## config.mk

```make
export PLATFORM = sky130hd
export DESIGN_NAME = rmw_branch_bit_ctrl_decode
export DESIGN_NICKNAME = d
export VERILOG_FILES = /design/src/decode_pkg.sv /design/src/ram_byte_store.sv /design/src/rmw_branch_bit_ctrl_decode.sv
export SDC_FILE = /design/constraint.sdc
export NUM_CORES = 2
export LEC_CHECK = 0
export BUFFER_PORTS_ARGS = -buffer_cell sky130_fd_sc_hd__buf_4
export CORE_MARGIN = 2
export CORE_UTILIZATION = 54
export CTS_CLUSTER_SIZE = 16
export DETAILED_ROUTE_END_ITERATION = 7
export PLACE_DENSITY = 0.72
export SYNTH_ARGS = -nofsm -noshare
export SYNTH_HDL_FRONTEND = slang
export SYNTH_SLANG_ARGS = --single-unit
```

## constraint.sdc

```tcl
create_clock -name clock -period 27.6 [get_ports clock]
set_clock_uncertainty 0.2 [all_clocks]
set_input_delay 2.76 -clock clock [delete_from_list [all_inputs] [get_ports clock]]
set_output_delay 2.76 -clock clock [all_outputs]
set_load 0.005 [all_outputs]
```

## src/decode_pkg.sv

```systemverilog
package decode_pkg;

   localparam int PC_W = 12;
   localparam int ADDR_W = 8;
   localparam int DATA_W = 8;
   localparam int RAM_DEPTH = 256;

   localparam logic [PC_W-1:0] PC_RESET = 12'h000;
   localparam logic [PC_W-1:0] PC_STEP = 12'h001;
   localparam logic [PC_W-1:0] PC_STEP_BIT_TEST = 12'h003;
   localparam logic [PC_W-1:0] PC_STEP_BIT_OP = 12'h002;

   localparam logic [ADDR_W-1:0] ACC_ADDR = 8'hff;
   localparam logic [ADDR_W-1:0] FIRST_POINTER_ADDR = 8'h80;
   localparam logic [ADDR_W-1:0] SECOND_POINTER_ADDR = 8'h81;

   localparam logic [5:0] OP_INC_SHORT_HI = 6'h2a;
   localparam logic [5:0] OP_DEC_SHORT_HI = 6'h2e;
   localparam logic [DATA_W-1:0] OP_INC_FIRST_IND = 8'he6;
   localparam logic [DATA_W-1:0] OP_DEC_FIRST_IND = 8'he7;
   localparam logic [DATA_W-1:0] OP_INC_SECOND_IND = 8'hf6;
   localparam logic [DATA_W-1:0] OP_DEC_SECOND_IND = 8'hf7;
   localparam logic [DATA_W-1:0] OP_COPY_FIRST_POINTER_TO_ACC = 8'hac;
   localparam logic [DATA_W-1:0] OP_COPY_SECOND_POINTER_TO_ACC = 8'had;
   localparam logic [DATA_W-1:0] OP_COPY_ACC_TO_FIRST_POINTER = 8'hbc;
   localparam logic [DATA_W-1:0] OP_COPY_ACC_TO_SECOND_POINTER = 8'hbd;
   localparam logic [DATA_W-1:0] OP_SUB_RETURN = 8'hb3;
   localparam logic [DATA_W-1:0] OP_INTERRUPT_RETURN = 8'hb2;
   localparam logic [DATA_W-1:0] OP_STOP = 8'hb6;
   localparam logic [DATA_W-1:0] OP_WAIT = 8'hb7;
   localparam logic [4:0] OP_BIT_TEST_HI = 5'h18;
   localparam logic [4:0] OP_BIT_TEST_ONE_HI = 5'h19;
   localparam logic [3:0] OP_BIT_FORCE_HI = 4'hd;
   localparam logic [2:0] OP_BIT_GROUP_HI = 3'h6;

   localparam logic [1:0] COND_NONZERO = 2'h0;
   localparam logic [1:0] COND_ZERO = 2'h1;
   localparam logic [1:0] COND_NO_BORROW = 2'h2;
   localparam logic [1:0] COND_BORROW = 2'h3;

   typedef enum logic [2:0] {
      ST_FETCH  = 3'b000,
      ST_DECODE = 3'b001,
      ST_PTR    = 3'b010,
      ST_OPND   = 3'b011,
      ST_MODIFY = 3'b100,
      ST_PAD    = 3'b101,
      ST_HALT   = 3'b110
   } state_t;

endpackage

```

## src/ram_byte_store.sv

```systemverilog
`timescale 1ns/1ns
`default_nettype none
module ram_byte_store
(
   input  wire logic                            clock,
   input  wire logic [decode_pkg::ADDR_W-1:0]   addr,
   input  wire logic                            we,
   input  wire logic [decode_pkg::DATA_W-1:0]   wdata,
   output logic      [decode_pkg::DATA_W-1:0]   rdata
);

   // No reset on storage; contents are software's business
   logic [decode_pkg::DATA_W-1:0] mem [decode_pkg::RAM_DEPTH];

   // Plain always so the array may also be preloaded from outside this process
   always @(posedge clock)
   begin
      if (we)
      begin
         mem[addr] <= wdata;
      end
   end

   always_ff @(posedge clock)
   begin
      rdata <= mem[addr];
   end

endmodule
`default_nettype wire

```

## src/rmw_branch_bit_ctrl_decode.sv

```systemverilog
`timescale 1ns/1ns
`default_nettype none
module rmw_branch_bit_ctrl_decode
(
   input  wire logic                           clock,
   input  wire logic                           reset_n,
   input  wire logic [decode_pkg::DATA_W-1:0]  prog_data,
   input  wire logic [decode_pkg::PC_W-1:0]    return_pc,
   input  wire logic                           cmp_valid,
   input  wire logic [decode_pkg::DATA_W-1:0]  cmp_reg,
   input  wire logic [decode_pkg::DATA_W-1:0]  cmp_mem,
   input  wire logic                           wake_req,
   output logic      [decode_pkg::PC_W-1:0]    prog_addr,
   output logic                                zero_flag,
   output logic                                carry_flag,
   output logic                                stop_mode,
   output logic                                wait_mode,
   output logic                                sub_return,
   output logic                                int_return,
   output logic                                illegal_op
);

   typedef struct packed {
      decode_pkg::state_t              state;
      logic [decode_pkg::PC_W-1:0]     pc;
      logic [decode_pkg::PC_W-1:0]     prog_addr;
      logic [decode_pkg::DATA_W-1:0]   op;
      logic [decode_pkg::ADDR_W-1:0]   ea;
      logic                            zero;
      logic                            carry;
      logic                            stop;
      logic                            wait_s;
      logic                            sub_ret;
      logic                            int_ret;
      logic                            illegal;
      logic                            wake_s1;
      logic                            wake_s2;
   } core_t;

   core_t core_r;
   core_t core_nxt;

   logic [decode_pkg::ADDR_W-1:0] ram_addr;
   logic                          ram_we;
   logic [decode_pkg::DATA_W-1:0] ram_wdata;
   logic [decode_pkg::DATA_W-1:0] ram_rdata;

   ram_byte_store u_ram
   (
      .clock (clock),
      .addr  (ram_addr),
      .we    (ram_we),
      .wdata (ram_wdata),
      .rdata (ram_rdata)
   );

   function automatic logic [decode_pkg::PC_W-1:0] sext5(input logic [4:0] v);
      return {{(decode_pkg::PC_W-5){v[4]}}, v};
   endfunction

   function automatic logic [decode_pkg::PC_W-1:0] sext8(input logic [7:0] v);
      return {{(decode_pkg::PC_W-8){v[7]}}, v};
   endfunction

   // Short-direct and indirect inc/dec share one datapath
   function automatic logic is_step(input logic [7:0] o);
      return (o[7:2] == decode_pkg::OP_INC_SHORT_HI) || (o[7:2] == decode_pkg::OP_DEC_SHORT_HI)
         || (o == decode_pkg::OP_INC_FIRST_IND) || (o == decode_pkg::OP_DEC_FIRST_IND)
         || (o == decode_pkg::OP_INC_SECOND_IND) || (o == decode_pkg::OP_DEC_SECOND_IND);
   endfunction

   function automatic logic is_short_copy(input logic [7:0] o);
      return (o[7:1] == decode_pkg::OP_COPY_FIRST_POINTER_TO_ACC[7:1])
         || (o[7:1] == decode_pkg::OP_COPY_ACC_TO_FIRST_POINTER[7:1]);
   endfunction

   always_comb
   begin
      logic                            take;
      logic [decode_pkg::DATA_W-1:0]   val;
      logic [decode_pkg::DATA_W-1:0]   mask;
      take = 1'b0;
      val = '0;
      mask = '0;
      core_nxt = core_r;
      core_nxt.sub_ret = 1'b0;
      core_nxt.int_ret = 1'b0;
      core_nxt.illegal = 1'b0;
      core_nxt.wake_s1 = wake_req;
      core_nxt.wake_s2 = core_r.wake_s1;
      ram_addr = '0;
      ram_we = 1'b0;
      ram_wdata = '0;
      if (cmp_valid)
      begin
         core_nxt.carry = (cmp_reg < cmp_mem);
      end
      case (core_r.state)
         decode_pkg::ST_FETCH:
         begin
            // Operand address goes out early to cover ROM latency
            core_nxt.prog_addr = core_r.pc + decode_pkg::PC_STEP;
            core_nxt.state = decode_pkg::ST_DECODE;
         end
         decode_pkg::ST_DECODE:
         begin
            core_nxt.op = prog_data;
            core_nxt.state = decode_pkg::ST_FETCH;
            if (!prog_data[7])
            begin
               case (prog_data[6:5])
                  decode_pkg::COND_NONZERO:   take = !core_r.zero;
                  decode_pkg::COND_ZERO:      take = core_r.zero;
                  decode_pkg::COND_NO_BORROW: take = !core_r.carry;
                  default:                    take = core_r.carry;
               endcase
               core_nxt.pc = core_r.pc + decode_pkg::PC_STEP;
               if (take)
               begin
                  core_nxt.pc = core_r.pc + decode_pkg::PC_STEP + sext5(prog_data[4:0]);
               end
            end
            else if (is_step(prog_data) && prog_data[6])
            begin
               // Pointer byte first, then the byte it names
               ram_addr = prog_data[4] ? decode_pkg::SECOND_POINTER_ADDR
                                       : decode_pkg::FIRST_POINTER_ADDR;
               core_nxt.state = decode_pkg::ST_PTR;
            end
            else if (is_step(prog_data) || is_short_copy(prog_data))
            begin
               core_nxt.ea = decode_pkg::FIRST_POINTER_ADDR | {6'h00, prog_data[1:0]};
               ram_addr = core_nxt.ea;
               if (prog_data[7:1] == decode_pkg::OP_COPY_ACC_TO_FIRST_POINTER[7:1])
               begin
                  ram_addr = decode_pkg::ACC_ADDR;
               end
               core_nxt.state = decode_pkg::ST_MODIFY;
            end
            else if (prog_data[7:5] == decode_pkg::OP_BIT_GROUP_HI)
            begin
               core_nxt.prog_addr = core_r.pc + decode_pkg::PC_STEP_BIT_OP;
               core_nxt.state = decode_pkg::ST_OPND;
            end
            else if (prog_data == decode_pkg::OP_SUB_RETURN)
            begin
               core_nxt.pc = return_pc;
               core_nxt.sub_ret = 1'b1;
            end
            else if (prog_data == decode_pkg::OP_INTERRUPT_RETURN)
            begin
               core_nxt.pc = return_pc;
               core_nxt.int_ret = 1'b1;
            end
            else if (prog_data == decode_pkg::OP_STOP || prog_data == decode_pkg::OP_WAIT)
            begin
               core_nxt.pc = core_r.pc + decode_pkg::PC_STEP;
               core_nxt.stop = !prog_data[0];
               core_nxt.wait_s = prog_data[0];
               core_nxt.state = decode_pkg::ST_HALT;
            end
            else
            begin
               // Unlisted opcodes skip as two-cycle no-ops
               core_nxt.pc = core_r.pc + decode_pkg::PC_STEP;
               core_nxt.illegal = 1'b1;
            end
            if (core_nxt.state == decode_pkg::ST_FETCH || core_nxt.state == decode_pkg::ST_HALT)
            begin
               core_nxt.prog_addr = core_nxt.pc;
            end
         end
         decode_pkg::ST_PTR:
         begin
            core_nxt.ea = ram_rdata;
            ram_addr = ram_rdata;
            core_nxt.state = decode_pkg::ST_MODIFY;
         end
         decode_pkg::ST_OPND:
         begin
            // Accumulator at $FF and pointers at $80/$81 are plain RAM here
            core_nxt.ea = prog_data;
            ram_addr = prog_data;
            core_nxt.state = decode_pkg::ST_MODIFY;
         end
         decode_pkg::ST_MODIFY:
         begin
            core_nxt.state = decode_pkg::ST_PAD;
            core_nxt.pc = core_r.pc + decode_pkg::PC_STEP;
            mask = 8'h01 << core_r.op[2:0];
            if (core_r.op[7:3] == decode_pkg::OP_BIT_TEST_HI
               || core_r.op[7:3] == decode_pkg::OP_BIT_TEST_ONE_HI)
            begin
               take = core_r.op[3] ? ram_rdata[core_r.op[2:0]]
                                   : !ram_rdata[core_r.op[2:0]];
               core_nxt.pc = core_r.pc + decode_pkg::PC_STEP_BIT_TEST;
               if (take)
               begin
                  core_nxt.pc = core_r.pc + decode_pkg::PC_STEP_BIT_TEST + sext8(prog_data);
               end
            end
            else if (core_r.op[7:4] == decode_pkg::OP_BIT_FORCE_HI)
            begin
               ram_we = 1'b1;
               ram_addr = core_r.ea;
               ram_wdata = core_r.op[3] ? (ram_rdata | mask) : (ram_rdata & ~mask);
               core_nxt.pc = core_r.pc + decode_pkg::PC_STEP_BIT_OP;
               core_nxt.state = decode_pkg::ST_FETCH;
            end
            else if (is_short_copy(core_r.op))
            begin
               ram_we = 1'b1;
               ram_wdata = ram_rdata;
               ram_addr = core_r.op[4] ? core_r.ea : decode_pkg::ACC_ADDR;
            end
            else
            begin
               // Decrement select differs between short and indirect forms
               if (core_r.op[6] ? core_r.op[0] : core_r.op[4])
               begin
                  val = ram_rdata - 8'h01;
               end
               else
               begin
                  val = ram_rdata + 8'h01;
               end
               ram_we = 1'b1;
               ram_addr = core_r.ea;
               ram_wdata = val;
               core_nxt.zero = (val == 8'h00);
               if (core_r.op[6])
               begin
                  core_nxt.state = decode_pkg::ST_FETCH;
               end
            end
            core_nxt.prog_addr = core_nxt.pc;
         end
         decode_pkg::ST_PAD:
         begin
            core_nxt.state = decode_pkg::ST_FETCH;
         end
         decode_pkg::ST_HALT:
         begin
            // Wake is the synchronised pin only; the raw stage is never read here
            if (core_r.wake_s2)
            begin
               core_nxt.stop = 1'b0;
               core_nxt.wait_s = 1'b0;
               core_nxt.state = decode_pkg::ST_FETCH;
            end
         end
         default:
         begin
            core_nxt.state = decode_pkg::ST_FETCH;
         end
      endcase
   end

   always_ff @(posedge clock or negedge reset_n)
   begin
      if (!reset_n)
      begin
         core_r <= '{state: decode_pkg::ST_FETCH, pc: decode_pkg::PC_RESET,
                     prog_addr: decode_pkg::PC_RESET, default: '0};
      end
      else
      begin
         core_r <= core_nxt;
      end
   end

   assign prog_addr = core_r.prog_addr;
   assign zero_flag = core_r.zero;
   assign carry_flag = core_r.carry;
   assign stop_mode = core_r.stop;
   assign wait_mode = core_r.wait_s;
   assign sub_return = core_r.sub_ret;
   assign int_return = core_r.int_ret;
   assign illegal_op = core_r.illegal;

endmodule
`default_nettype wire

```

* After elaboration in Yosys (flattened, before gate mapping)
Memories as Yosys holds them, arrays and structs flattened. A register that Yosys moved wholly into a read port is not among the register bits.
Index checks and enable logic that the tools add are counted.
** Word-level totals
- Flip-flop bits (word level) :: 52
- Bits in latches :: 0
- Memory bits (writable) :: 2048
- Bits in read-only memories :: 0
- Input bits :: 40
- Output and inout bits :: 19
- Word-level logic and storage cells :: 178
- Memories kept :: 1
** Cells by class
- $add $sub $neg :: 7
- Multiply operators :: 0
- Div/mod/pow operators :: 0
- Magnitude comparators :: 2
- Equal/unequal tests :: 39
- Shift operators :: 1
- Muxes and demuxes :: 79
- Bitwise operators :: 6
- Reductions and logical operators :: 29
** Memory list
- u_ram.mem :: depth 256, width 8, rd ports 1, clocked after Yosys merged registers in 1, write ports 1, line ram_byte_store.sv:13 : logic [decode_pkg::DATA_W-1:0] mem [decode_pkg::RAM_DEPTH];
** Operator list (number)
- 8-bit two-way mux :: 20
- 12-bit two-way mux :: 11
- 8-bit equality test, second input constant :: 8
- 24-bit two-way mux :: 2
- 3-bit two-way mux :: 14
- 12-bit one-hot mux with 3 select lines :: 1
- 8-bit one-hot mux with 4 select lines :: 1
- 7-bit equality test, second input constant :: 4
- 12-bit adder :: 2
- 12-bit by 2-bit adder with 12-bit output, second input constant :: 2
- 12-bit one-hot mux with 2 select lines :: 1
- 8-bit one-hot mux with 3 select lines :: 1
- 5-bit two-way mux :: 4
- 2-bit inequality test, second input constant :: 9
- 3-bit one-hot mux with 5 select lines :: 1
- 1-bit two-way mux :: 14
- 12-bit by 1-bit adder with 12-bit output, second input constant :: 1
- 3-bit equality test, second input constant :: 4
- 6-bit equality test, second input constant :: 2
- 3-bit inequality test, second input constant :: 4
- 1-bit logical OR :: 11
- 5-bit equality test, second input constant :: 2
- 2-bit two-way mux :: 5
- 9-bit AND reduction :: 1
- 28 further kinds :: 38

* Depth between registers and ports, before layout
- Depth after elaboration :: 15
- Depth in mapped cells :: 19
- Depth with buffers taken out :: 16

* Hierarchy
From an unflattened synthesis, not the netlist that was laid out.
** Unflattened totals
- Cells, all modules :: 4392
- Area, all modules :: 84800.1 um^2
** Modules (own cells, without submodules)
- ram_byte_store :: times used 1, cells an instance 3547, area each 78492.8 um^2
- rmw_branch_bit_ctrl_decode :: times used 1, cells an instance 845, area each 6307.3 um^2

* Worst setup path before layout
OpenSTA, ideal clock, no wires.
- Kind :: register to register
- Start :: register core_r[21] in the netlist's numbering
- End :: memory u_ram.mem[0][7] in the netlist's numbering, data pin
- Data arrival time :: 13.410 ns
- Required time :: 25.155 ns
- Setup slack :: 11.744 ns
- Cell stages (with the launch flop) :: 15
- Buffers on the path :: 1
- Period minus slack after synthesis :: 15.856 ns
- Cell sequence :: dfrtp_1 > clkbuf_1 > inv_1 > o21ai_0 > ha_1 > a21o_1 > a21oi_1 > o21bai_1 > a21oi_1 > o21bai_1 > a21oi_1 > xnor3_1 > nor2b_1 > a211oi_1 > a211oi_1
** Between the ends
- Longest elaborated chain between the ends :: 10
- Elaborated cells on any way between the ends :: 17
** RTL lines
- start: declaration :: line rmw_branch_bit_ctrl_decode.sv:40 : core_t core_r;
- start signal: assignment :: line rmw_branch_bit_ctrl_decode.sv:263 : core_r <= '{state: decode_pkg::ST_FETCH, pc: decode_pkg::PC_RESET,
- start signal: assignment :: line rmw_branch_bit_ctrl_decode.sv:268 : core_r <= core_nxt;
- 1-bit two-way mux :: line rmw_branch_bit_ctrl_decode.sv:219 : if (core_r.op[6] ? core_r.op[0] : core_r.op[4])
- 8-bit two-way mux :: line rmw_branch_bit_ctrl_decode.sv:219
- 8-bit two-way mux :: line rmw_branch_bit_ctrl_decode.sv:210 : else if (is_short_copy(core_r.op))
- 8-bit two-way mux :: line rmw_branch_bit_ctrl_decode.sv:202 : else if (core_r.op[7:4] == decode_pkg::OP_BIT_FORCE_HI)
- 8-bit two-way mux :: line rmw_branch_bit_ctrl_decode.sv:191 : if (core_r.op[7:3] == decode_pkg::OP_BIT_TEST_HI
- 8-bit two-way mux :: line rmw_branch_bit_ctrl_decode.sv:98 : case (core_r.state)
- 8-bit two-way mux :: line rmw_branch_bit_ctrl_decode.sv:210
- 8-bit two-way mux :: line rmw_branch_bit_ctrl_decode.sv:202
- 8-bit two-way mux * :: line rmw_branch_bit_ctrl_decode.sv:191
- 8-bit two-way mux * :: line rmw_branch_bit_ctrl_decode.sv:98
- net ram_wdata, one bit :: line rmw_branch_bit_ctrl_decode.sv:45 : logic [decode_pkg::DATA_W-1:0] ram_wdata;
- end: declaration :: line ram_byte_store.sv:13
Mark *: on every way through the listed nets, which the timed path passes. The rest lies on a longest branch. The select of a mux whose other input is x is not followed.

* Worst setup path in the final report
- Start :: input port prog_data[7] in the netlist's numbering
- End :: register u_ram.rdata[0] in the netlist's numbering (read register of u_ram.mem)
** Between the ends
- Longest elaborated chain between the ends :: 11
- Elaborated cells on any way between the ends :: 21
** RTL lines
- start: declaration :: line rmw_branch_bit_ctrl_decode.sv:7 : input wire logic [decode_pkg::DATA_W-1:0] prog_data,
- 6-bit equality test :: line rmw_branch_bit_ctrl_decode.sv:67 : return (o[7:2] == decode_pkg::OP_INC_SHORT_HI) || (o[7:2] == decode_pkg::OP_DEC_SHORT_HI)
- 1-bit logical OR :: line rmw_branch_bit_ctrl_decode.sv:67
- 1-bit logical OR (2 in a row) :: line rmw_branch_bit_ctrl_decode.sv:68 : || (o == decode_pkg::OP_INC_FIRST_IND) || (o == decode_pkg::OP_DEC_FIRST_IND)
- 1-bit logical OR (2 in a row) :: line rmw_branch_bit_ctrl_decode.sv:69 : || (o == decode_pkg::OP_INC_SECOND_IND) || (o == decode_pkg::OP_DEC_SECOND_IND);
- 1-bit logical OR :: line rmw_branch_bit_ctrl_decode.sv:130 : else if (is_step(prog_data) || is_short_copy(prog_data))
- 8-bit two-way mux :: line rmw_branch_bit_ctrl_decode.sv:130
- 8-bit two-way mux :: line rmw_branch_bit_ctrl_decode.sv:123 : else if (is_step(prog_data) && prog_data[6])
- 8-bit two-way mux :: line rmw_branch_bit_ctrl_decode.sv:109 : if (!prog_data[7])
- 8-bit one-hot mux with 4 select lines * :: line rmw_branch_bit_ctrl_decode.sv:98
- end: declaration :: line ram_byte_store.sv:9 : output logic [decode_pkg::DATA_W-1:0] rdata
Every way passes the cells marked *; elsewhere a longest branch is shown, timed or not.
A chain may end at the register's enable or synchronous reset.

==> flow_metrics.py <==
metrics = {
    "timing": {
        "finalSetupViolations": 0,
        "fin_tns_setup_ns": 0,
        "hold_viol_final": 0,
        "rsz0062_at_grt": "no",
        "worst_slack_ns": 19.05,
        "worst_pin_slew_ns": 1.48,
        "finalCritPeriodShare": 0.310,
        "final.min_clock_period_ns": 8.55,
        "holdWs_ns": 0.206,
        "maxSlewViolCount": 0,
        "max_freq_mhz": 117,
        "slew-limit-headroom": 0.00986,
    },
    "detailed_routing": {
        "viasPerCell": 6.61,
        "wire_per_inst_um": 29.4,
        "via_count": 54500,
        "drcViolationCount": 1,
        "drtIter0Drc": 9085,
        "firstDrtPassIters": 8,
        "ant_nets": 0,
        "routed_wl_um": 242000,
    },
    "die": {
        "core_mm2": 0.158,
        "die_area_mm2": 0.162,
        "start_util": 0.542,
        "rows": 146,
        "die_h_um": 402,
        "pin_count": 59,
        "die_w_um": 402,
    },
    "place": {
        "post-place-ws_ns": 18.49,
        "portBuffers": 58,
        "post-dp-hpwl_um": 145000,
        "place_area_mm2": 0.0879,
        "place_inst": 7861,
        "place_congestion": 0.943,
    },
    "critical_path": {
        "crit_chain": "buf_4 > nand4bb_1 > a31o_2 > o21bai_1 > nand2_4 > buf_4 > buf_4 > buf_4 > mux2i_1 > o22ai_1 > nor4_1 > o211ai_1 > o31ai_1 > o311ai_1",
        "crit_type": "primary input to flip-flop",
        "required_ns": 28.10,
        "cp_max_fo": 53,
        "critPathCaptureType": "flip-flop",
        "path_buf_inv": 4,
        "crit_arrival_ns": 9.04,
        "startpoint_type": "primary input",
        "cp_slowest_stage_delay_ns": 0.75,
        "crit_slowest_cell": "nand2_4",
        "path_delay_family": "buffers and inverters",
        "worst_path_most_repeated_cell": "buf_4",
    },
    "cells_and_area": {
        "layout-drive-gt1-share": 0.0890,
        "finalInstanceArea_mm2": 0.0945,
        "area_delta_synth_final_pct": 10.4,
        "fin_util": 0.599,
        "final_net_count": 6072,
        "stdcell_count": 8236,
    },
    "power_and_ir_drop": {
        "total_power_mw": 8.18,
        "p_int_mw": 5.76,
        "switching_power_mw": 2.42,
        "leakagePower_nw": 31.6,
        "sequentialPowerShare": 0.465,
        "max-vdd-ir-drop_uv": 63.9,
        "p_per_area_mw_per_mm2": 86.6,
        "netSwitchingFraction": 0.296,
        "clkPwrFrac": 0.340,
        "p_comb_frac": 0.195,
    },
    "outcome": {
        "status": "finished, violations left",
        "violations": "design-rule violations, max-capacitance violations",
    },
    "synthesis": {
        "async_reset_ff_frac": 0.0247,
        "ys_seq_elements": 2108,
        "ys.flop_type": "edfxtp_1",
        "synth.distinct_cells": 96,
        "yosysSeqAreaShare": 0.736,
        "synth_area_mm2": 0.0856,
        "synthCells": 6009,
        "synth_area_per_cell_um2": 14.2,
        "syn-num-nets": 6091,
        "synth-edff-count": 2048,
        "yosys_warnings": 0,
    },
    "cts": {
        "htreeDepth": 4,
        "cts_setup_buffers": 0,
        "cts_tree": "yes",
        "clkLatencyLatePin_ns": 0.87,
        "holdBufCountCts": 0,
        "cts_buffer_depth": 3,
        "path_clk_slew_ns": 0.06,
        "cts-resized-gates": 0,
        "tritoncts.num_buffers": 199,
        "numClockSinks": 2108,
        "clockRootBuffer": "clkbuf_16",
    },
    "grt": {
        "grt_max_degree": 201,
        "grt_pass1_wl_um": 351000,
        "antenna_found_initial": 11,
        "grtUsageTotal": 0.295,
        "grt_pass1_vias": 51700,
        "overflow": 0,
    },
    "worst_hold_path": {
        "hp-class": "flip-flop to flip-flop",
    },
    "run": {
        "maxCapViolations": 1,
    },
}
-- cells by family after synthesis --
group	synth area share
and+or+nand+nor	0.0813
AOI/OAI and AO/OA	0.110
muxes	0.0368
xor gates and xnor gates	0.00548
DFF	0.736
buffers and inverters	0.0246
adders and majority gates	0.00640
-- cell usage in the layout (no fill, tap or decap), types with 46 or more instances in the layout --
cell,n
a21oi_1,523
a221oi_1,81
a22oi_1,117
buf_4,162
clkbuf_16,202
clkinv_2,46
dfrtp_1,52
edfxtp_1,2048
mux2i_1,294
nand2_1,937
nand3_1,63
nor2_1,394
nor4_1,59
o21ai_0,126
o22ai_1,125
-- flip-flops by register name (all words and copies together), names as in the netlist --
signal / cells
prog_addr: 12
carry_flag: 1
core_nxt: 1
sub_return: 1
core_r: 32
zero_flag: 1
u_ram.rdata: 8
stop_mode: 1
int_return: 1
wait_mode: 1
illegal_op: 1
u_ram.mem: 2048
-- power groups by stage --
stage | Clock [mW] | Sequential, mW | Combinational (mW)
finish | 2.78 | 3.81 | 1.60
global route | 2.91 | 3.81 | 1.70
CTS | 2.79 | 3.80 | 1.56
detailed placement | 0 | 3.87 | 1.55
global placement | 0 | 3.87 | 1.52
floorplan | 0 | 3.89 | 1.04
-- per-layer routing --
layer | routed length [um] | part of all wire | GRT usage | vias up
met5 | 93 | 0.00038 | 0 | -
met4 | 12800 | 0.053 | 0.142 | 12
met3 | 29200 | 0.12 | 0.0672 | 650
met2 | 109000 | 0.45 | 0.445 | 3641
met1 | 90500 | 0.37 | 0.408 | 27100
li1 | - | - | - | 23100
-- layout make-up --
class	instances	area, um2
Fill cell	11700	63300
Tap cell	2072	2590
Clock inverter	125	1350
Timing Repair Buffer	172	1400
Sequential cell	2108	63000
Inverter	42	158
Antenna cell	4	10.0
Clock buffer	246	5250
Multi-Input combinational cell	3467	20800
-- worst paths after layout --
path | startpoint | end | slack (ns) | cells after the start
setup / recovery | prog_data[7] | u_ram.rdata[0] | 19.05 | 14
hold / removal | core_nxt[0] | core_r[0] | 0.21 | 0
setup reg to reg | core_r[21] | u_ram.rdata[4] | 19.95 | 14
hold reg to reg | core_nxt[0] | core_r[0] | 0.21 | 0
max in group asynchronous | reset_n | core_r[18] | 24.90 | 1
min in group asynchronous | reset_n | core_r[20] | 1.77 | 1
-- Yosys cell counts, types with 14 or more instances --
cell	count	area share
o21ai_0	126	0.0074
buf_6	19	0.0025
a222oi_1	28	0.0033
inv_1	42	0.0018
a221oi_1	81	0.0083
xor2_1	24	0.0025
a22o_1	23	0.0024
buf_2	160	0.0094
dfrtp_1	52	0.015
xnor2_1	27	0.0028
o22ai_1	125	0.0091
mux2i_1	294	0.034
nor2_1	399	0.017
a21oi_1	524	0.031
a311oi_1	30	0.0031
a211oi_1	45	0.0039
a2111oi_0	22	0.0023
buf_4	36	0.0032
a31oi_1	31	0.0023
mux2_2	14	0.0018
o2bb2ai_1	38	0.0039
o221ai_1	26	0.0027
buf_1	23	0.0010
clkbuf_1	154	0.0068
nor2b_1	15	0.0011
nand2_1	947	0.042
ha_1	39	0.0057
a221o_1	19	0.0022
o211ai_1	42	0.0037
nor3_1	41	0.0024
nor4_1	59	0.0043
nand3_1	66	0.0039
edfxtp_1	2048	0.72
and3_1	40	0.0029
a22oi_1	117	0.010
Note: power is estimated with default switching activity, not from simulation.
